`config.mk`:
```
export PLATFORM = sky130hd
export DESIGN_NAME = interrupt_source_vector_unit
export DESIGN_NICKNAME = d
export VERILOG_FILES = /design/src/rtl/isvu_pkg.sv /design/src/rtl/interrupt_source_vector_unit.sv
export SDC_FILE = /design/constraint.sdc
export NUM_CORES = 1
export LEC_CHECK = 0
export BUFFER_PORTS_ARGS = -buffer_cell sky130_fd_sc_hd__buf_2
export CAP_MARGIN = 15
export CELL_PAD_IN_SITES_DETAIL_PLACEMENT = 0
export CELL_PAD_IN_SITES_GLOBAL_PLACEMENT = 1
export CORE_ASPECT_RATIO = 1.4
export CORE_MARGIN = 8
export CORE_UTILIZATION = 44
export DETAILED_ROUTE_END_ITERATION = 8
export GPL_ROUTABILITY_DRIVEN = 0
export PLACE_DENSITY = 0.83
export SYNTH_ARGS = -nofsm -noshare
export SYNTH_HDL_FRONTEND = slang
export SYNTH_SLANG_ARGS = --single-unit
```
`constraint.sdc`:
```
create_clock -name aclk -period 6.1 [get_ports aclk]
set_input_delay 0 -clock aclk [delete_from_list [all_inputs] [get_ports aclk]]
set_output_delay 0 -clock aclk [all_outputs]
set_load 0.05 [all_outputs]
```
`src/rtl/isvu_pkg.sv`:
```
package isvu_pkg;

	// ----------------------------------------------------------------
	// Register map (byte addresses, one aligned word each)
	// ----------------------------------------------------------------
	localparam logic [7:0] OFS_MATCH0 = 8'h00;
	localparam logic [7:0] OFS_MATCH1 = 8'h04;
	localparam logic [7:0] OFS_MATCH2 = 8'h08;
	localparam logic [7:0] OFS_MATCH3 = 8'h0C;
	localparam logic [7:0] OFS_EN_A = 8'h10;
	localparam logic [7:0] OFS_EN_B = 8'h14;
	localparam logic [7:0] OFS_TBASE = 8'h18;
	localparam logic [7:0] OFS_STATUS = 8'h1C;
	localparam logic [7:0] OFS_VECTOR = 8'h20;
	localparam logic [7:0] OFS_IDBYTE = 8'h24;
	localparam logic [19:0] RST_ADDR20 = 20'h00000;
	localparam logic [1:0] RST_EN = 2'h0;
	localparam logic [1:0] RESP_OKAY = 2'h0;
	localparam logic [1:0] RESP_SLVERR = 2'h2;

	// ----------------------------------------------------------------
	// Vector tables
	// ----------------------------------------------------------------
	localparam logic [19:0] FIXED_BASE = 20'hFFFDC;
	localparam logic [19:0] FIXED_LAST = 20'hFFFFF;
	localparam logic [19:0] BRK_MARK_ADDR = 20'hFFFE7;
	localparam logic [7:0] BRK_MARK_VAL = 8'hFF;
	localparam logic [3:0] SLOT_UND = 4'h0;
	localparam logic [3:0] SLOT_OVF = 4'h1;
	localparam logic [3:0] SLOT_BRK = 4'h2;
	localparam logic [3:0] SLOT_MATCH = 4'h3;
	localparam logic [3:0] SLOT_STEP = 4'h4;
	localparam logic [3:0] SLOT_WDT = 4'h5;
	localparam logic [3:0] SLOT_DBC = 4'h6;
	localparam logic [3:0] SLOT_RESET = 4'h8;
	localparam logic [5:0] SP_KEEP_FIRST = 6'h20;
	localparam logic [5:0] BRK_NUMBER = 6'h00;
	localparam logic [1:0] LAST_BYTE = 2'h3;

	// Kinds of trapping instruction reported by the core
	typedef enum logic [1:0] {
		EX_UND = 2'b00,
		EX_OVF = 2'b01,
		EX_BRK = 2'b10,
		EX_NUM = 2'b11
	} exec_kind_t;

	typedef struct packed {
		exec_kind_t kind;
		logic [5:0] number;
	} exec_req_t;

	typedef enum logic [1:0] {
		ST_IDLE = 2'b00,
		ST_CHECK = 2'b01,
		ST_FETCH = 2'b10,
		ST_LOAD = 2'b11
	} state_t;

endpackage : isvu_pkg

```
`src/rtl/interrupt_source_vector_unit.sv`:
```
`timescale 1ns/100ps
`default_nettype none
// Overview of operation
// - Instruction traps ignore enable flag and priority
// - Undefined opcode raises undefined-instruction interrupt
// - Overflow trap fires only with overflow flag 1
// - Arithmetic instructions update overflow flag
// - Overflow vector from fixed slot FFFE0
// - Breakpoint trap raises breakpoint interrupt
// - Numbered trap 0..63 uses relocatable entry
// - Numbers 4..31 share peripheral vectors
// - Traps 0..31 push, clear stack select
// - Traps 32..63 leave stack select alone
// - Maskable: gated by enable, programmable priority
// - Special hardware sources are non-maskable
// - Watchdog timer sources the watchdog interrupt
// - Enabled address match fires before instruction
// - Peripheral requests maskable, relocatable vectors
// - Vector is four bytes, low first
// - Program counter loaded from selected vector
// - Fixed table spans FFFDC to FFFFF
// - Fixed vector high bytes give ID data
// - Relocatable table 256 bytes, entry 4n
module interrupt_source_vector_unit
	import isvu_pkg::*;
(
	// Clock and reset
	input wire logic aclk,
	input wire logic aresetn,
	// AXI4-Lite write channels
	input wire logic awvalid,
	output logic awready,
	input wire logic [7:0] awaddr,
	input wire logic wvalid,
	output logic wready,
	input wire logic [31:0] wdata,
	input wire logic [3:0] wstrb,
	output logic bvalid,
	input wire logic bready,
	output logic [1:0] bresp,
	// AXI4-Lite read channels
	input wire logic arvalid,
	output logic arready,
	input wire logic [7:0] araddr,
	output logic rvalid,
	input wire logic rready,
	output logic [31:0] rdata,
	output logic [1:0] rresp,
	// Trapping instructions from the core
	input wire logic exec_valid,
	output logic exec_ready,
	input wire exec_req_t exec_req,
	input wire logic arith_valid,
	input wire logic arith_overflow,
	output logic overflow_flag,
	// Stack-pointer select flag
	output logic sp_select,
	output logic sp_push_valid,
	output logic sp_push_value,
	input wire logic ret_restore,
	input wire logic ret_sp_select,
	// Special hardware sources
	input wire logic debugger_break_interrupt,
	input wire logic watchdog_event,
	input wire logic single_step_event,
	input wire logic fetch_valid,
	input wire logic [19:0] fetch_addr,
	output logic match_hit,
	// Peripheral requests
	input wire logic global_enable,
	input wire logic [2:0] cpu_level,
	input wire logic periph_valid,
	input wire logic [5:0] periph_number,
	input wire logic [2:0] periph_level,
	output logic periph_ack,
	// Vector byte reads
	output logic mem_req,
	output logic [19:0] mem_addr,
	input wire logic mem_ack,
	input wire logic [7:0] mem_rdata,
	// Program counter load
	output logic pc_load,
	output logic [19:0] pc_value,
	output logic [7:0] id_byte
);

	// ----------------------------------------------------------------
	// State
	// ----------------------------------------------------------------
	state_t state_q;
	logic boot_q, ovf_flag_q, sp_sel_q, push_q, push_val_q;
	logic dbc_pend_q, wdt_pend_q, step_pend_q, match_pend_q;
	logic fixed_q;
	logic [1:0] cnt_q;
	logic [19:0] addr_q;
	logic [31:0] vector_q;
	logic [7:0] id_q;
	logic [19:0] match_addr_q [4];
	logic [1:0] en_a_q, en_b_q;
	logic [19:0] tbase_q;

	// ----------------------------------------------------------------
	// Source selection
	// ----------------------------------------------------------------
	// Instruction traps win over everything but the reset fetch;
	// they never look at the enable flag or levels.
	wire idle = (state_q == ST_IDLE);
	wire exec_take = exec_valid & exec_ready;
	wire take_und = exec_take & (exec_req.kind == EX_UND);
	wire take_ovf = exec_take & (exec_req.kind == EX_OVF) & ovf_flag_q;
	wire take_brk = exec_take & (exec_req.kind == EX_BRK);
	wire take_num = exec_take & (exec_req.kind == EX_NUM);
	wire num_low = take_num & (exec_req.number < SP_KEEP_FIRST);
	wire hw_idle = idle & ~boot_q & ~exec_valid;
	wire take_boot = idle & boot_q;
	wire take_dbc = hw_idle & dbc_pend_q;
	wire take_wdt = hw_idle & ~dbc_pend_q & wdt_pend_q;
	wire take_step = hw_idle & ~dbc_pend_q & ~wdt_pend_q & step_pend_q;
	wire take_match = hw_idle & ~dbc_pend_q & ~wdt_pend_q & ~step_pend_q & match_pend_q;
	wire nmi_any = dbc_pend_q | wdt_pend_q | step_pend_q | match_pend_q;
	// Only the maskable path sees the enable flag and levels
	wire periph_ok = global_enable & (periph_level > cpu_level);
	wire take_periph = hw_idle & ~nmi_any & periph_valid & periph_ok;
	wire start_fixed = take_und | take_ovf | take_boot | take_dbc | take_wdt
		| take_step | take_match;
	wire start_reloc = take_num | take_periph;
	wire [3:0] fixed_slot = take_boot ? SLOT_RESET :
		take_und ? SLOT_UND :
		take_ovf ? SLOT_OVF :
		take_dbc ? SLOT_DBC :
		take_wdt ? SLOT_WDT :
		take_step ? SLOT_STEP : SLOT_MATCH;
	wire [19:0] fixed_addr = FIXED_BASE + {14'h0000, fixed_slot, 2'b00};
	wire [5:0] reloc_num = take_num ? exec_req.number : periph_number;
	// Entry offset is 4n inside a 256-byte window
	wire [19:0] reloc_addr = tbase_q + {12'h000, reloc_num, 2'b00};
	wire [19:0] brk_reloc = tbase_q + {12'h000, BRK_NUMBER, 2'b00};
	wire [19:0] brk_fixed = FIXED_BASE + {14'h0000, SLOT_BRK, 2'b00};
	wire byte_done = (state_q == ST_FETCH) & mem_ack;
	wire last_byte = byte_done & (cnt_q == LAST_BYTE);

	assign exec_ready = idle & ~boot_q;
	assign periph_ack = take_periph;
	assign mem_req = (state_q == ST_CHECK) | (state_q == ST_FETCH);
	assign mem_addr = addr_q;
	assign pc_load = (state_q == ST_LOAD);
	assign pc_value = vector_q[19:0];
	assign id_byte = id_q;
	assign overflow_flag = ovf_flag_q;
	assign sp_select = sp_sel_q;
	assign sp_push_valid = push_q;
	assign sp_push_value = push_val_q;

	// ----------------------------------------------------------------
	// Address match
	// ----------------------------------------------------------------
	wire [3:0] match_en = {en_b_q, en_a_q};
	wire [3:0] match_eq;
	genvar gi;
	generate
		for (gi = 0; gi < 4; gi++)
		begin : g_match
			assign match_eq[gi] = match_en[gi] & (fetch_addr == match_addr_q[gi]);
		end
	endgenerate
	assign match_hit = fetch_valid & (|match_eq);

	// ----------------------------------------------------------------
	// Flags and pending special sources
	// ----------------------------------------------------------------
	// A new event in the service cycle re-arms the bit, so set wins
	always_ff @(posedge aclk)
	begin
		if (!aresetn)
		begin
			dbc_pend_q <= 1'b0;
			wdt_pend_q <= 1'b0;
			step_pend_q <= 1'b0;
			match_pend_q <= 1'b0;
			ovf_flag_q <= 1'b0;
		end
		else
		begin
			dbc_pend_q <= debugger_break_interrupt | (dbc_pend_q & ~take_dbc);
			wdt_pend_q <= watchdog_event | (wdt_pend_q & ~take_wdt);
			step_pend_q <= single_step_event | (step_pend_q & ~take_step);
			match_pend_q <= match_hit | (match_pend_q & ~take_match);
			if (arith_valid)
				ovf_flag_q <= arith_overflow;
		end
	end

	// Stack-pointer select: saved and cleared for low trap numbers
	always_ff @(posedge aclk)
	begin
		if (!aresetn)
		begin
			sp_sel_q <= 1'b0;
			push_q <= 1'b0;
			push_val_q <= 1'b0;
		end
		else
		begin
			push_q <= num_low;
			if (num_low)
			begin
				push_val_q <= sp_sel_q;
				sp_sel_q <= 1'b0;
			end
			else if (ret_restore)
				sp_sel_q <= ret_sp_select;
		end
	end

	// ----------------------------------------------------------------
	// Vector fetch sequencer
	// ----------------------------------------------------------------
	// Reset vector is fetched first after every reset
	always_ff @(posedge aclk)
	begin
		if (!aresetn)
		begin
			state_q <= ST_IDLE;
			boot_q <= 1'b1;
			fixed_q <= 1'b0;
			cnt_q <= 2'h0;
			addr_q <= RST_ADDR20;
		end
		else
		begin
			case (state_q)
				ST_IDLE:
				begin
					cnt_q <= 2'h0;
					if (take_boot)
						boot_q <= 1'b0;
					if (start_fixed)
					begin
						state_q <= ST_FETCH;
						fixed_q <= 1'b1;
						addr_q <= fixed_addr;
					end
					else if (take_brk)
					begin
						state_q <= ST_CHECK;
						addr_q <= BRK_MARK_ADDR;
					end
					else if (start_reloc)
					begin
						state_q <= ST_FETCH;
						fixed_q <= 1'b0;
						addr_q <= reloc_addr;
					end
				end
				ST_CHECK:
					if (mem_ack)
					begin
						state_q <= ST_FETCH;
						fixed_q <= (mem_rdata != BRK_MARK_VAL);
						addr_q <= (mem_rdata == BRK_MARK_VAL) ? brk_reloc : brk_fixed;
					end
				ST_FETCH:
					if (mem_ack)
					begin
						cnt_q <= cnt_q + 2'h1;
						addr_q <= addr_q + 20'h00001;
						if (last_byte)
							state_q <= ST_LOAD;
					end
				ST_LOAD:
					state_q <= ST_IDLE;
				default:
					state_q <= ST_IDLE;
			endcase
		end
	end

	// Bytes land low address first into the vector word
	always_ff @(posedge aclk)
	begin
		if (!aresetn)
		begin
			vector_q <= 32'h00000000;
			id_q <= 8'h00;
		end
		else if (byte_done)
		begin
			vector_q[cnt_q*8 +: 8] <= mem_rdata;
			if (last_byte & fixed_q)
				id_q <= mem_rdata;
		end
	end

	// ----------------------------------------------------------------
	// AXI4-Lite slave
	// ----------------------------------------------------------------
	// Address and data may come in either order; each is held here
	logic aw_have_q, w_have_q, bvalid_q, rvalid_q;
	logic [7:0] aw_addr_q;
	logic [31:0] w_data_q, rdata_q;
	logic [3:0] w_strb_q;
	logic [1:0] bresp_q, rresp_q;

	function automatic logic [19:0] merge20(input logic [19:0] old, input logic [31:0] d,
		input logic [3:0] s);
		logic [31:0] m;
		m = {12'h000, old};
		for (int i = 0; i < 4; i++)
			if (s[i])
				m[i*8 +: 8] = d[i*8 +: 8];
		return m[19:0];
	endfunction : merge20

	wire do_write = aw_have_q & w_have_q & ~bvalid_q;
	wire wsel_m = do_write & (aw_addr_q[7:4] == OFS_MATCH0[7:4]);
	wire wsel_a = do_write & (aw_addr_q[7:2] == OFS_EN_A[7:2]);
	wire wsel_b = do_write & (aw_addr_q[7:2] == OFS_EN_B[7:2]);
	wire wsel_t = do_write & (aw_addr_q[7:2] == OFS_TBASE[7:2]);
	wire wsel_ro = (aw_addr_q[7:2] == OFS_STATUS[7:2]) | (aw_addr_q[7:2] == OFS_VECTOR[7:2])
		| (aw_addr_q[7:2] == OFS_IDBYTE[7:2]);
	wire w_mapped = (aw_addr_q[7:4] == OFS_MATCH0[7:4]) | (aw_addr_q[7:2] == OFS_EN_A[7:2])
		| (aw_addr_q[7:2] == OFS_EN_B[7:2]) | (aw_addr_q[7:2] == OFS_TBASE[7:2]) | wsel_ro;
	wire [1:0] widx = aw_addr_q[3:2];
	wire [31:0] status_w = {24'h000000, nmi_any, sp_sel_q, ovf_flag_q, boot_q,
		match_pend_q, 1'b0, state_q};
	wire [5:0] ridx = araddr[7:2];
	wire r_mapped = (araddr[7:2] <= OFS_IDBYTE[7:2]);
	wire [31:0] rd_word =
		(ridx == OFS_EN_A[7:2]) ? {30'h00000000, en_a_q} :
		(ridx == OFS_EN_B[7:2]) ? {30'h00000000, en_b_q} :
		(ridx == OFS_TBASE[7:2]) ? {12'h000, tbase_q} :
		(ridx == OFS_STATUS[7:2]) ? status_w :
		(ridx == OFS_VECTOR[7:2]) ? vector_q :
		(ridx == OFS_IDBYTE[7:2]) ? {24'h000000, id_q} :
		(ridx[5:2] == 4'h0) ? {12'h000, match_addr_q[ridx[1:0]]} : 32'h00000000;

	assign awready = ~aw_have_q;
	assign wready = ~w_have_q;
	assign bvalid = bvalid_q;
	assign bresp = bresp_q;
	assign arready = ~rvalid_q;
	assign rvalid = rvalid_q;
	assign rdata = rdata_q;
	assign rresp = rresp_q;

	// Write channel bookkeeping
	always_ff @(posedge aclk)
	begin
		if (!aresetn)
		begin
			aw_have_q <= 1'b0;
			w_have_q <= 1'b0;
			bvalid_q <= 1'b0;
			bresp_q <= RESP_OKAY;
			aw_addr_q <= 8'h00;
			w_data_q <= 32'h00000000;
			w_strb_q <= 4'h0;
		end
		else
		begin
			if (awvalid & awready)
			begin
				aw_have_q <= 1'b1;
				aw_addr_q <= awaddr;
			end
			if (wvalid & wready)
			begin
				w_have_q <= 1'b1;
				w_data_q <= wdata;
				w_strb_q <= wstrb;
			end
			if (do_write)
			begin
				bvalid_q <= 1'b1;
				bresp_q <= w_mapped ? RESP_OKAY : RESP_SLVERR;
			end
			else if (bvalid_q & bready)
			begin
				bvalid_q <= 1'b0;
				aw_have_q <= 1'b0;
				w_have_q <= 1'b0;
			end
		end
	end

	// Software-visible configuration; read-only words ignore writes
	always_ff @(posedge aclk)
	begin
		if (!aresetn)
		begin
			for (int i = 0; i < 4; i++)
				match_addr_q[i] <= RST_ADDR20;
			en_a_q <= RST_EN;
			en_b_q <= RST_EN;
			tbase_q <= RST_ADDR20;
		end
		else
		begin
			if (wsel_m)
				match_addr_q[widx] <= merge20(match_addr_q[widx], w_data_q, w_strb_q);
			if (wsel_a & w_strb_q[0])
				en_a_q <= w_data_q[1:0];
			if (wsel_b & w_strb_q[0])
				en_b_q <= w_data_q[1:0];
			if (wsel_t)
				tbase_q <= merge20(tbase_q, w_data_q, w_strb_q);
		end
	end

	// Read channel: answer one cycle after the address is taken
	always_ff @(posedge aclk)
	begin
		if (!aresetn)
		begin
			rvalid_q <= 1'b0;
			rdata_q <= 32'h00000000;
			rresp_q <= RESP_OKAY;
		end
		else if (arvalid & arready)
		begin
			rvalid_q <= 1'b1;
			rdata_q <= rd_word;
			rresp_q <= r_mapped ? RESP_OKAY : RESP_SLVERR;
		end
		else if (rready)
			rvalid_q <= 1'b0;
	end
endmodule : interrupt_source_vector_unit
`default_nettype wire

```
==> results.sh <==
export IMPL_grt_overflow=0
export IMPL_clk_insertion_delay_late_ps=550
export IMPL_critical_path_top_delay_family="simple AND/OR/NAND/NOR gates"
export IMPL_grt_pass1_vias=11094
export IMPL_grt_pass1_wl_um=64540
export IMPL_synth_mux_area_share_pct=5.656
export IMPL_drv_slew=0
export IMPL_syn_to_final_growth_pct=20.00
export IMPL_synth_edf_count=80
export IMPL_p_leak_nw=5.926
export IMPL_synth_adder_area_share_pct=2.151
export IMPL_worstMarginPinSlew_ps=1086
export IMPL_initial_utilization_pct=44.52
export IMPL_ir_worst_vdd_v=0.0001951
export IMPL_required_ps=6470
export IMPL_cts_buffers=25
export IMPL_io_pins=217
export IMPL_max_stage_delay_ps=420
export IMPL_wl_per_cell_um=21.19
export IMPL_cts_resized_gates=0
export IMPL_final_antenna_net_count=0
export IMPL_maxSlewHeadroom_pct=27.45
export IMPL_max_freq_mhz=260.6
export IMPL_crit_type="flip-flop to flip-flop"
export IMPL_synth_top_area_cell="dfxtp_1"
export IMPL_nets=1722
export IMPL_critPathSlowestCell="nor2_1"
export IMPL_synthTopCellsByArea="dfxtp_1, edfxtp_1, nand2_1, nor2_1, xnor2_1"
export IMPL_setup_violations_final=0
export IMPL_p_per_area_nw_per_um2=331.6
export IMPL_die_area_um2=34300
export IMPL_synth_compound_area_share_pct=15.04
export IMPL_cp_max_fo=12
export IMPL_maxCapViolations=0
export IMPL_route_detailed_drc=0
export IMPL_path_buf_inv=1
export IMPL_start_kind="flip-flop"
export IMPL_crit_path_end_kind="flip-flop"
export IMPL_vias_per_cell=5.742
export IMPL_cp_cell_sequence="inv_1 > ha_1 > nand2b_1 > nor2_1 > mux2_2 > ha_1 > a211oi_1 > o21ai_0 > and3_1 > and3_1 > xor2_1 > o211ai_1 > a21oi_1"
export IMPL_die_y_um=215.9
export IMPL_clk_pin_slew_ps=60
export IMPL_first_iter_violations=929
export IMPL_cts_max_level=1
export IMPL_yosys_most_used_dff="dfxtp_1"
export IMPL_synthCells=1387
export IMPL_finalSetupTns_ps=0
export IMPL_cts_sinks=245
export IMPL_synth_simple_gate_area_share_pct=18.84
export IMPL_crit_arrival_ps=4210
export IMPL_syn_cell_area_um2=12560
export IMPL_cts_tree="built"
export IMPL_cts_setup_buffers=0
export IMPL_row_count=73
export IMPL_core_um2=28220
export IMPL_track_usage_pct=23.63
export IMPL_yosys_top_cells_count="nand2_1, dfxtp_1, nor2_1, a21oi_1, edfxtp_1"
export IMPL_synth_seq_cells=245
export IMPL_drive_above_1_share_pct=18.24
export IMPL_layout_min_cycle_time_ps=3837
export IMPL_rsz0062_at_grt="false"
export IMPL_yosysTopAreaCellShare_pct=26.29
export IMPL_ctsLongestPathBuffers=3
export IMPL_wl_um=41860
export IMPL_antenna_found_initial=0
export IMPL_dp_final_hpwl_um=30980
export IMPL_routed_via_count=11346
export IMPL_port_buffers=197
export IMPL_synth_top_family_by_area="simple AND/OR/NAND/NOR gates"
export IMPL_status="complete, no violations"
export IMPL_post_synth_top_count_cell="nand2_1"
export IMPL_first_pass_iters=6
export IMPL_yosysSeqAreaShare_pct=45.41
export IMPL_grt_max_degree=96
export IMPL_fin_skew_ps=23.86
export IMPL_synth_xor_area_share_pct=7.528
export IMPL_syn_avg_cell_area_um2=9.059
export IMPL_die_x_um=158.8
export IMPL_async_flop_share_pct=0
export IMPL_cts_root_buf="clkbuf_16"
export IMPL_synth_cell_types=68
export IMPL_hold_viol_final=0
export IMPL_hp_class="primary input to flip-flop"
export IMPL_holdWs_ps=26.69
export IMPL_diodes=0
export IMPL_ys_warn_count=0
export IMPL_fin_crit_sh_pct=62.91
final timing paths:
path	startpoint	end	cells past startpoint	slack, ps
setup / recovery	state_q[0]$_SDFFE_PN0P_	mem_addr[15]$_SDFFE_PN0P_	13	2260
hold / removal	exec_req[7]	sp_push_value$_SDFFE_PN0P_	5	30
setup reg to reg	state_q[0]$_SDFFE_PN0P_	mem_addr[15]$_SDFFE_PN0P_	13	2260
hold reg to reg	rdata[25]$_SDFFE_PN0P_	rdata[25]$_SDFFE_PN0P_	2	450
registers in the layout (all words and copies together), names as in the netlist, 2 cells and up:
signal        count
match_addr_q     80
rdata            32
vector_q         32
mem_addr         20
tbase_q          20
w_data_q         20
id_byte           8
aw_addr_q         6
w_strb_q          3
cnt_q             2
en_a_q            2
en_b_q            2
state_q           2
worst register-to-register path, stage by stage, from the launching register on:
cell and delay [ps]:
dfxtp_1 340, inv_1 130, ha_1 410, nand2b_1 220
nor2_1 420, mux2_2 420, ha_1 290, a211oi_1 360
o21ai_0 230, and3_1 280, and3_1 210, xor2_1 130
o211ai_1 160, a21oi_1 90
cell type report:
cell class | count | area, µm²
clock buffers | 29 | 671.9
clock inverters | 17 | 145.1
fillers | 2658 | 13150
inverters | 47 | 178.9
multi-input cells | 992 | 6207
flip-flops and latches | 245 | 5705
well taps | 375 | 469.2
repair buffers | 271 | 1699
cell families after synthesis:
logic type / after synthesis
buf+inv: 151
fa+ha+maj: 21
mux: 45
simple gates: 522
other cells: 1
compound gates: 294
xor+xnor: 108
flops: 245
where the power goes:
part | switching [W] | leakage (nW) | total [W] | internal [W]
clock | 0.000661 | 0.405 | 0.00154 | 0.000877
combinational | 0.00102 | 3.35 | 0.00152 | 0.000502
sequential | 0.000145 | 2.17 | 0.00194 | 0.00179
total | 0.00183 | 5.93 | 0.00500 | 0.00317
cells in the final DEF (no fill, tap or decap), types with 16 or more instances in the layout:
cell and instances:
a211oi_1 22, a21oi_1 107, a22oi_1 41, and3_1 20, buf_2 197, clkbuf_16 26, dfxtp_1 165, dlygate4sd3_1 63
edfxtp_1 80, ha_1 20, inv_1 46, mux2i_1 17, mux4_2 20, nand2_1 187, nand3_1 60, nand4_1 18
nor2_1 159, nor4_1 16, o21ai_0 52, xnor2_1 63, xor2_1 45
stage by stage:
step	total power [W]	setup slack, ps	cell area [µm²]	instances	util, %
floorplan	0.003050	3094	12570	1388	-
global placement	0.003427	2488	13630	1867	48.29
detailed placement	0.003444	2355	13630	1867	48.29
CTS	0.005005	2337	15080	1976	53.42
global route	0.005233	1938	15080	1976	53.42
finish	0.004999	2263	15080	1976	53.42
metal layers:
metal | share of wire (%) | vias to the layer above | wire length, µm | global-route usage, %
met1 | 40 | 5449 | 16590 | 28.10
met4 | 4.2 | 0 | 1750 | 10.09
li1 | - | 5296 | - | -
met3 | 7.0 | 96 | 2932 | 4.076
met2 | 49 | 505 | 20590 | 41.29
met5 | 0 | - | 0 | 0
timing repair:
item,4_1_cts,5_1_grt
hold buffers,63,0
hold endpoints to repair,86,0
endpoints found under the setup margin,0,0
(Power assumes the default switching activity.)
